File: src/inc/mqwps_pkg.sv
package mqwps_pkg;
    // Bus widths
    localparam int DATA_W = 36;
    localparam int ADDR_W = 8;
    localparam int QNUM_W = 5;
    localparam int NUM_Q = 32;
    localparam int DEV_LSB = 5;
    localparam int DEV_W = 3;
    localparam int QUAD_W = 2;
    localparam int FLAG_W = 8;
    localparam int NUM_QUAD = 4;
    // Staging FIFO shape
    localparam int FIFO_DEPTH = 16;
    localparam int FIFO_AW = 4;
    // Reset values
    localparam logic [QNUM_W-1:0] QUEUE_RST = 5'h00;
    localparam logic [QUAD_W-1:0] QUAD_RST = 2'h0;
    // Device identity on the expansion bus; value arbitrary
    localparam logic [DEV_W-1:0] DEV_ID_DEFAULT = 3'h0;
    // Queue switch pipeline length, in write-clock edges
    localparam int SWITCH_LAG = 2;
    // Almost-full level, words free at or below which a queue is flagged
    localparam int AF_MARGIN = 4;
    // Capacity of each queue in words
    localparam int Q_CAP = 64;
    localparam int Q_CNT_W = 7;

    // Queue-address field decode helpers
    function automatic logic [DEV_W-1:0] addr_dev(input logic [ADDR_W-1:0] a);
        return a[DEV_LSB +: DEV_W];
    endfunction
    function automatic logic [QNUM_W-1:0] addr_queue(input logic [ADDR_W-1:0] a);
        return a[QNUM_W-1:0];
    endfunction
    function automatic logic [QUAD_W-1:0] addr_quad(input logic [ADDR_W-1:0] a);
        return a[QUAD_W-1:0];
    endfunction
endpackage

File: src/hdl/mqwps_fifo.sv
`timescale 1ns/1ps
module mqwps_fifo #(
    parameter int WIDTH = 41,
    parameter int DEPTH = 16,
    parameter int AW = 4
) (
    input wire logic clk,
    input wire logic sys_rst,
    input wire logic in_valid,
    output logic in_ready,
    input wire logic [WIDTH-1:0] in_data,
    output logic out_valid,
    input wire logic out_ready,
    output logic [WIDTH-1:0] out_data
);
    // Word storage, indexed by pointer
    logic [WIDTH-1:0] mem [DEPTH];
    logic [AW-1:0] wr_ptr, next_wr_ptr;
    logic [AW-1:0] rd_ptr, next_rd_ptr;
    logic [AW:0] count, next_count;
    logic push, pop;

    // Handshakes and pointer advance
    always_comb begin
        push = in_valid && in_ready;
        pop = out_valid && out_ready;
        next_wr_ptr = push ? wr_ptr + 1'b1 : wr_ptr;
        next_rd_ptr = pop ? rd_ptr + 1'b1 : rd_ptr;
        next_count = count;
        if (push && !pop) begin
            next_count = count + 1'b1;
        end else if (pop && !push) begin
            next_count = count - 1'b1;
        end
        // Honest flags straight from occupancy
        in_ready = (count != (AW+1)'(DEPTH));
        out_valid = (count != '0);
        out_data = mem[rd_ptr];
    end

    // Pointer and count registers
    always_ff @(posedge clk) begin
        if (sys_rst) begin
            wr_ptr <= '0;
            rd_ptr <= '0;
            count <= '0;
        end else begin
            wr_ptr <= next_wr_ptr;
            rd_ptr <= next_rd_ptr;
            count <= next_count;
        end
    end

    // Data store needs no reset
    always_ff @(posedge clk) begin
        if (push) begin
            mem[wr_ptr] <= in_data;
        end
    end
endmodule

File: src/hdl/mqwps_sync.sv
`timescale 1ns/1ps
module mqwps_sync #(
    parameter int W = 1
) (
    input wire logic clk,
    input wire logic sys_rst,
    input wire logic [W-1:0] pin,
    output logic [W-1:0] level
);
    // Three stages; the first feeds only the second
    logic [W-1:0] s1, s2, s3;
    logic [W-1:0] next_level;

    // Accept a change once stages two and three agree
    always_comb begin
        for (int i = 0; i < W; i++) begin
            next_level[i] = (s2[i] == s3[i]) ? s3[i] : level[i];
        end
    end

    // Stage and filtered level registers
    always_ff @(posedge clk) begin
        if (sys_rst) begin
            s1 <= '0;
            s2 <= '0;
            s3 <= '0;
            level <= '0;
        end else begin
            s1 <= pin;
            s2 <= s1;
            s3 <= s2;
            level <= next_level;
        end
    end
endmodule

File: src/hdl/mqwps_top.sv
// Behaviour
// - Flag outputs update on write clock
// - Polled mode steps bus, sync on clock
// - Expansion token driven, sampled on clock
// - Enabled write stores word in queue
// - Queue selection ignores write enable
// - New queue written from second edge
// - Old queue used at select+1 edges
// - Flag bus works without write enable
// - Address bus 8 bits, dual purpose
// - Low five bits pick one of 32
// - Upper three bits must match identity
// - Strobe high captures new write queue
// - Strobed mode: low two bits quadrant
// - Quadrant select ignores bits four-two
// - Direct mode quadrant taken on strobe
`timescale 1ns/1ps
module mqwps_top
    import mqwps_pkg::*;
#(
    parameter logic [mqwps_pkg::DEV_W-1:0] DEV_ID = mqwps_pkg::DEV_ID_DEFAULT
) (
    input wire logic clk,
    input wire logic sys_rst,
    input wire logic [mqwps_pkg::DATA_W-1:0] write_data,
    input wire logic write_en_n,
    input wire logic [mqwps_pkg::ADDR_W-1:0] write_queue_addr,
    input wire logic write_addr_strobe,
    input wire logic flag_quadrant_strobe,
    input wire logic polled_mode,
    input wire logic expansion_token_in,
    input wire logic [mqwps_pkg::NUM_Q-1:0] queue_drain,
    output logic [mqwps_pkg::FLAG_W-1:0] almost_full_flag_bus,
    output logic almost_full_single,
    output logic full_flag,
    output logic flag_bus_sync,
    output logic expansion_token_out,
    output logic write_ready
);
    import mqwps_pkg::*;

    // Writer-side pins share the write clock, so they are used as sampled;
    // a filter here would swallow one-cycle strobes
    logic [DATA_W-1:0] data_s;
    logic [ADDR_W-1:0] addr_s;
    logic wen_n_s, astb_s, fstb_s, poll_s, tok_in_s;
    logic [NUM_Q-1:0] drain_s;
    assign data_s = write_data;
    assign addr_s = write_queue_addr;
    assign wen_n_s = write_en_n;
    assign astb_s = write_addr_strobe;
    assign fstb_s = flag_quadrant_strobe;
    assign tok_in_s = expansion_token_in;
    assign drain_s = queue_drain;

    // Mode strap is a board-level level, not clocked logic: filter it
    mqwps_sync #(.W(1)) u_sync (
        .clk(clk),
        .sys_rst(sys_rst),
        .pin(polled_mode),
        .level(poll_s)
    );

    // Identity match on upper address bits
    logic dev_hit;
    assign dev_hit = (addr_dev(addr_s) == DEV_ID);

    // Queue selection pipeline: captured, then active two edges later
    logic [QNUM_W-1:0] sel_q, next_sel_q; // Captured selection
    logic [QNUM_W-1:0] pend_q, next_pend_q; // One edge after capture
    logic [QNUM_W-1:0] act_q, next_act_q; // Queue writes go to
    logic pend_v, next_pend_v; // Pending stage holds a change
    logic quad_v, next_quad_v; // Change in flight toward active

    // Selection capture and switch timing
    always_comb begin
        next_sel_q = sel_q;
        next_pend_q = pend_q;
        next_act_q = act_q;
        next_pend_v = 1'b0;
        next_quad_v = pend_v;
        // Write enable deliberately absent here
        if (astb_s && dev_hit) begin
            next_sel_q = addr_queue(addr_s);
            next_pend_v = 1'b1;
        end
        // Old queue still active on the select edge and the next
        if (pend_v) begin
            next_pend_q = sel_q;
        end
        // Switch lands so the second edge after select uses it
        if (quad_v) begin
            next_act_q = pend_q;
        end
    end

    // Selection registers
    always_ff @(posedge clk) begin
        if (sys_rst) begin
            sel_q <= QUEUE_RST;
            pend_q <= QUEUE_RST;
            act_q <= QUEUE_RST;
            pend_v <= 1'b0;
            quad_v <= 1'b0;
        end else begin
            sel_q <= next_sel_q;
            pend_q <= next_pend_q;
            act_q <= next_act_q;
            pend_v <= next_pend_v;
            quad_v <= next_quad_v;
        end
    end

    // Write staging FIFO: queue number travels with the word
    logic f_in_ready, f_out_valid, f_out_ready;
    logic [QNUM_W+DATA_W-1:0] f_out_data;
    // Queue targeted uses the active queue at this edge; quad_v edge
    // means act_q updates now, so steer with the value it takes
    logic [QNUM_W-1:0] wr_target;
    assign wr_target = next_act_q;

    // Back-pressure: a full FIFO drops the enable to the writer
    mqwps_fifo #(.WIDTH(QNUM_W + DATA_W), .DEPTH(FIFO_DEPTH), .AW(FIFO_AW)) u_fifo (
        .clk(clk),
        .sys_rst(sys_rst),
        .in_valid(!wen_n_s),
        .in_ready(f_in_ready),
        .in_data({wr_target, data_s}),
        .out_valid(f_out_valid),
        .out_ready(f_out_ready),
        .out_data(f_out_data)
    );

    // Per-queue occupancy, flip-flop counters
    logic [Q_CNT_W-1:0] q_cnt [NUM_Q];
    logic [Q_CNT_W-1:0] next_q_cnt [NUM_Q];
    logic [NUM_Q-1:0] q_full, q_af;
    logic [NUM_Q-1:0] q_in, q_out; // Word lands, word drained
    logic [QNUM_W-1:0] head_q;
    assign head_q = f_out_data[QNUM_W+DATA_W-1 -: QNUM_W];
    // Drain stalls while the head word's queue is full
    assign f_out_ready = !q_full[head_q];

    // Occupancy update per queue
    genvar g;
    generate
        for (g = 0; g < NUM_Q; g++) begin : g_q
            always_comb begin
                next_q_cnt[g] = q_cnt[g];
                q_full[g] = (q_cnt[g] == Q_CNT_W'(Q_CAP));
                q_af[g] = (q_cnt[g] >= Q_CNT_W'(Q_CAP - AF_MARGIN));
                q_in[g] = f_out_valid && f_out_ready && head_q == QNUM_W'(g);
                // An empty queue can still be drained by the word landing now
                q_out[g] = drain_s[g] && (q_cnt[g] != '0 || q_in[g]);
                // Landing and draining in one cycle cancel, no word is lost
                if (q_in[g] && !q_out[g]) begin
                    next_q_cnt[g] = q_cnt[g] + 1'b1;
                end else if (q_out[g] && !q_in[g]) begin
                    next_q_cnt[g] = q_cnt[g] - 1'b1;
                end
            end
            always_ff @(posedge clk) begin
                if (sys_rst) begin
                    q_cnt[g] <= '0;
                end else begin
                    q_cnt[g] <= next_q_cnt[g];
                end
            end
        end
    endgenerate

    // Flag-bus quadrant: direct selection or polled stepping
    logic [QUAD_W-1:0] quad, next_quad;
    logic next_sync;
    logic [FLAG_W-1:0] next_bus;
    logic next_af, next_ff, next_tok, next_wready;

    // Flag state, no write enable involved
    always_comb begin
        next_quad = quad;
        next_sync = 1'b0;
        if (poll_s) begin
            next_quad = quad + 1'b1;
            next_sync = (quad == QUAD_W'(NUM_QUAD - 1));
        end else if (fstb_s && dev_hit) begin
            // Bits four to two play no part here
            next_quad = addr_quad(addr_s);
        end
        // Quadrant of the next value drives the bus
        next_bus = ~q_af[next_quad*FLAG_W +: FLAG_W];
        next_af = !q_af[act_q];
        next_ff = !q_full[act_q];
        // Token passes once this device's staging FIFO is idle
        next_tok = tok_in_s && !f_out_valid;
        next_wready = f_in_ready;
    end

    // Output registers, all on the write clock
    always_ff @(posedge clk) begin
        if (sys_rst) begin
            quad <= QUAD_RST;
            almost_full_flag_bus <= '1;
            almost_full_single <= 1'b1;
            full_flag <= 1'b1;
            flag_bus_sync <= 1'b0;
            expansion_token_out <= 1'b0;
            write_ready <= 1'b0;
        end else begin
            quad <= next_quad;
            almost_full_flag_bus <= next_bus;
            almost_full_single <= next_af;
            full_flag <= next_ff;
            flag_bus_sync <= next_sync;
            expansion_token_out <= next_tok;
            write_ready <= next_wready;
        end
    end
endmodule

File: config.mk
export PLATFORM = sky130hd
export DESIGN_NAME = mqwps_top
export DESIGN_NICKNAME = d
export VERILOG_FILES = /design/src/inc/mqwps_pkg.sv /design/src/hdl/mqwps_fifo.sv /design/src/hdl/mqwps_sync.sv /design/src/hdl/mqwps_top.sv
export SDC_FILE = /design/constraint.sdc
export NUM_CORES = 1
export LEC_CHECK = 0
export ABC_AREA = 0
export BUFFER_PORTS_ARGS = -buffer_cell sky130_fd_sc_hd__buf_2
export CAP_MARGIN = 20
export CORE_AREA = 2 2 208 414
export DETAILED_ROUTE_END_ITERATION = 10
export DIE_AREA = 0 0 210 416
export GPL_ROUTABILITY_DRIVEN = 1
export MAX_ROUTING_LAYER = met4
export PLACE_DENSITY = 0.71
export SLEW_MARGIN = 25
export SYNTH_ARGS = -nofsm -noshare
export SYNTH_HDL_FRONTEND = slang
export SYNTH_HIERARCHICAL = 1
export SYNTH_SLANG_ARGS = --single-unit
File: constraint.sdc
create_clock -name clk -period 12.5 [get_ports clk]
set_input_delay 0.625 -clock clk [delete_from_list [all_inputs] [get_ports clk]]
set_output_delay 0.625 -clock clk [all_outputs]
set_load 0.05 [all_outputs]
# --- Yosys cells after proc, flatten, opt, wreduce, memory -nomap -nowiden ---
# Memory sizes are Yosys's and may differ from the RTL's. A register that Yosys moved wholly into a read port is not among the register bits.
# Index checks and enable logic that the tools add are counted.
totals:
  ff_bits: 49
  mem_bits_rw: 880
  output_inout_bits: 13
  word_cells: 615
  n_memories: 2
op_classes:
  addsub: 69
  n_lt_le_gt_ge: 34
  eq_ne: 66
  shifts: 1
  muxes: 115
  bitwise: 34
  n_reduce_logical: 275
mem_list:
  columns: ["memory", "depth", "width", "rd", "rd_clocked_by_memory_dff", "write_ports", "line", "source"]
  rows:
  - ["u_fifo.mem", 16, 41, 1, 1, 1, "mqwps_fifo.sv:17", "logic [WIDTH-1:0] mem [DEPTH];"]
  - ["q_cnt", 32, 7, 32, 0, 32, "mqwps_top.sv:135", "logic [Q_CNT_W-1:0] q_cnt [NUM_Q];"]
ops:
  columns: ["operator", "count"]
  rows:
  - ["$mux W7", 96]
  - ["$add A7 B1 Y7 const B", 32]
  - ["$eq A7 B7 Y1 const B", 32]
  - ["$ge A7 B6 Y1 const B", 32]
  - ["$reduce_bool A7 Y1", 32]
  - ["$sub A7 B1 Y7 const B", 32]
  - ["$logic_and A1 B1 Y1", 135]
  - ["$eq A5 B5 Y1 const B", 16]
  - ["$logic_not A1 Y1", 71]
  - ["$eq A5 B4 Y1 const B", 8]
  - ["$logic_or A1 B1 Y1", 32]
  - ["$or A1 B1 Y1", 32]
  - ["$shiftx A32 B6 Y8", 1]
  - ["$eq A5 B3 Y1 const B", 4]
  - ["$bmux W1 S5", 3]
  - ["$mux W5", 3]
  - ["$lt A5 B6 Y1 const B", 2]
  - ["$eq A5 B2 Y1 const B", 2]
  - ["$mux W1", 9]
  - ["$add A4 B1 Y4 const B", 2]
  - ["$mux W4", 2]
  - ["$not A8 Y8", 1]
  - ["$add A5 B1 Y5 const B", 1]
  - ["$eq A5 B1 Y1 const B", 1]
  - ["other kinds (12)", 13]

# --- Logic depth before layout (Yosys ltp) ---
depth:
  word_depth: 12
  depth_mapped: 25
  ltp_nobuf: 19

# --- Cells and area by module ---
# Netlist, hierarchy kept.
modules_own_cells:
  columns: ["module", "instances", "cells_per_inst", "area_per_inst_um2", "seq_area_each_um2"]
  rows:
  - ["mqwps_fifo", 1, 1113, 25405.6, 20039.2]
  - ["mqwps_top", 1, 2457, 20349.5, 5124.9]
  - ["mqwps_sync", 1, 10, 112.6, 80.1]

# --- Least setup slack after synthesis ---
# No wires, ideal clock.
synth_timing:
  path_type: "register -> register"
  start: "register (tool-made name)"
  end: "memory q_cnt[23][6], in the netlist q_cnt[1][55]"
  setup_ns: 0.070
  arrival_time_ns: 5.197
  required_time_ns: 12.430
  setup_slack_ns: 7.232
  path_stages_with_launch: 26
  synth_period_minus_slack_ns: 5.268
  path_cell_list: "dfxtp_1 > buf_2 > buf_4 > mux4_2 > a22oi_1 > nand2_1 > buf_2 > buf_2 > and4_1 > nand4_1 > o221ai_1 > a211oi_1 > a22oi_2 > buf_6 > buf_4 > nor3_1 > inv_1 > fa_1 > a21o_1 > a21oi_1 > o21bai_1 > a21oi_1 > and3_1 > o21ai_0 > a21o_1 > a21oi_1"
synth_rtl:
  columns: ["item", "line"]
  rows:
  - ["to (decl)", "mqwps_top.sv:135"]

==> summary.txt <==
Timing
  – Post-route minimum period: 7.64 ns
  – Clk_skew: 0.0444 ns
  – Final hold slack: 0.282 ns
  – RSZ-0062 raised after global routing: no
  – Least-Margin Pin Slew: 1.09 ns
  – Final worst path period share: 0.611
  – Setup tns final: 0 ns
  – Final Hold Violating Endpoints: 0
  – Max Clk Rate: 0.131 GHz
  – Final setup viols: 0
  – Slew Limit Headroom: 0.266
  – Pins Over Slew Limit: 0
  – Setup ws final: 4.86 ns

Worst setup path
  – R2r setup slk: 4.86 ns
  – CP peak stage delay: 0.76 ns
  – Arrival time worst endpoint: 8.11 ns
  – Critical path launch point type: flip-flop
  – CP dominant cell by count: a21oi_1
  – Worst Path Required: 12.97 ns
  – Cell Chain, Critical Path: buf_4, mux4_2, a22oi_1, nand2_1, and4_1, nand4_1, o221ai_1, a211oi_1, a22oi_2, buf_4, nor3_1, inv_1, fa_1, a21o_1, a21oi_1, o21bai_1, a21oi_1, and3_1, o21ai_0, a21o_1, a21oi_1
  – Worst-path maximum fanout: 64
  – Crit Path Class: reg2reg
  – Crit path buffers/inverters: 3
  – CP top delay family: compound AO/OA/AOI/OAI gates
  – Slowest cell on crit path: nor3_1
  – Crit. End Element: flip-flop

Die
  – Core Region: 0.0845 mm2
  – Ports: 96
  – Total die area: 0.0874 mm2
  – Starting Density: 0.290
  – Die Ht: 416 um
  – Rows: 151
  – Die Wd: 210 um

Clock network
  – Hold_buf cts: 0
  – Post-CTS sizing: 0
  – Setup Fix Bufs, Post-CTS: 0
  – CTS buffer count: 36
  – CTS tree: built
  – Clk pin slew, worst setup/hold paths: 0.07 ns
  – Longest Clk Path Bufs: 3
  – H-tree levels: 2
  – Clk sink count: 357
  – Root buf cell: clkbuf_16
  – Clk_lat worst skew: 0.58 ns

GRT
  – Initial antenna violation count: 11
  – GRT met2 Usage: 0.289
  – Met3 Resource Use GR: 0.0265
  – GR peak layer: met2
  – GRT met1 Usage: 0.152
  – Vias in the first global route: 21062
  – Total grt overflow: 0
  – Largest net degree at the start of global routing: 84
  – Gr usage total: 0.165
  – First-pass GRT wire length: 112000 um

Synth
  – Mapped Nets: 3034
  – Syn. warnings: 6
  – Syn Inst Count: 2722
  – Syn Area/Cell: 9.00 um2
  – Post-Syn Area: 0.0245 mm2

Finish
  – Most frequent cells in the layout: 330 x a21oi_1, 277 x dfxtp_1, 212 x o21ai_0
  – P&R area growth vs syn: 10.4%
  – Commonest non-fill, non-tap cell in the layout: a21oi_1
  – Post-Layout Cell Count: 3840
  – Final #Nets: 3044
  – Ratio of cells with drive above 1 in the final layout: 0.102

Min path
  – Min-Delay Path Class: in2reg

Placement
  – Hpwl dp: 53300 um
  – # placed instances: 3765
  – Port buffer count: 59
  – GPL Wtd Cong: 0.949
  – Post-Place Worst Slack: 5.12 ns

Routing
  – Vias per inst: 5.61
  – DRC Markers: 0
  – DRT iter0 DRCs: 1391
  – Router iterations before antenna repair: 7
  – Post-route ant nets: 0
  – Total wire length: 71700 um
  – Drt wl/cell: 18.7 um
  – Total number of vias: 21540

Job
  – Max_cap viols: 0

Status
  – Status: finished clean

Power
  – Worst IR Drop VDD: 156 uV
  – P_leak: 0.0101 uW
  – Pwr/cell area: 265 mW/mm2
[where the power goes]
group	total, uW	switching [uW]	internal, uW
combinational	4180	2480	1710
clock	1110	506	604
sequential	1880	392	1490
[state kept, by name, summed over array words and instances (netlist names), named ones only]
name and count:
u_fifo/count 5, flag_bus_sync 1, write_ready 1, u_fifo/rd_ptr 4
sel_q 5, almost_full_single 1, pend_q 5, next_quad_v 1
u_fifo/mem 80, u_sync/s1 1, full_flag 1, quad_v 1
act_q 5, u_sync/s2 1, u_sync/s3 1, u_fifo/wr_ptr 4
u_sync/level 1, quad 2, expansion_token_out 1, almost_full_flag_bus 8
q_cnt 224
[final cells by class]
cell class                 count  area, um2
antenna                        9       22.5
clock buffer                  50       1020
clock inverter                16        153
fill                        8589      57400
inverter                     118        445
multi-input combinational   2132      15600
sequential                   357       7950
tap                         1071       1340
timing repair buffer          87        515
[worst paths after layout]
kind,from,end,cells past startpoint
hold reg to reg,u_sync/s1,u_sync/s2,1
setup reg to reg,flip-flop,q_cnt[1][97],21
hold / removal,polled_mode,u_sync/s1,2
setup / recovery,flip-flop,q_cnt[1][97],21
[per-layer routing]
layer	share of wire	routed length, um	vias up
met2	0.50	36000	634
met5	0	0	-
met4	0.10	7210	0
met3	0.046	3330	272
met1	0.35	25100	10383
li1	-	-	10251
[metrics by stage]
stage | cell area [um2] | util | power [uW]
floorplan | 24500 | - | 5040
global placement | 25800 | 0.306 | 5900
detailed placement | 25800 | 0.306 | 6010
CTS | 27000 | 0.320 | 7140
global route | 27000 | 0.320 | 7710
finish | 27000 | 0.320 | 7170
Note: power is estimated with default switching activity, not from simulation.
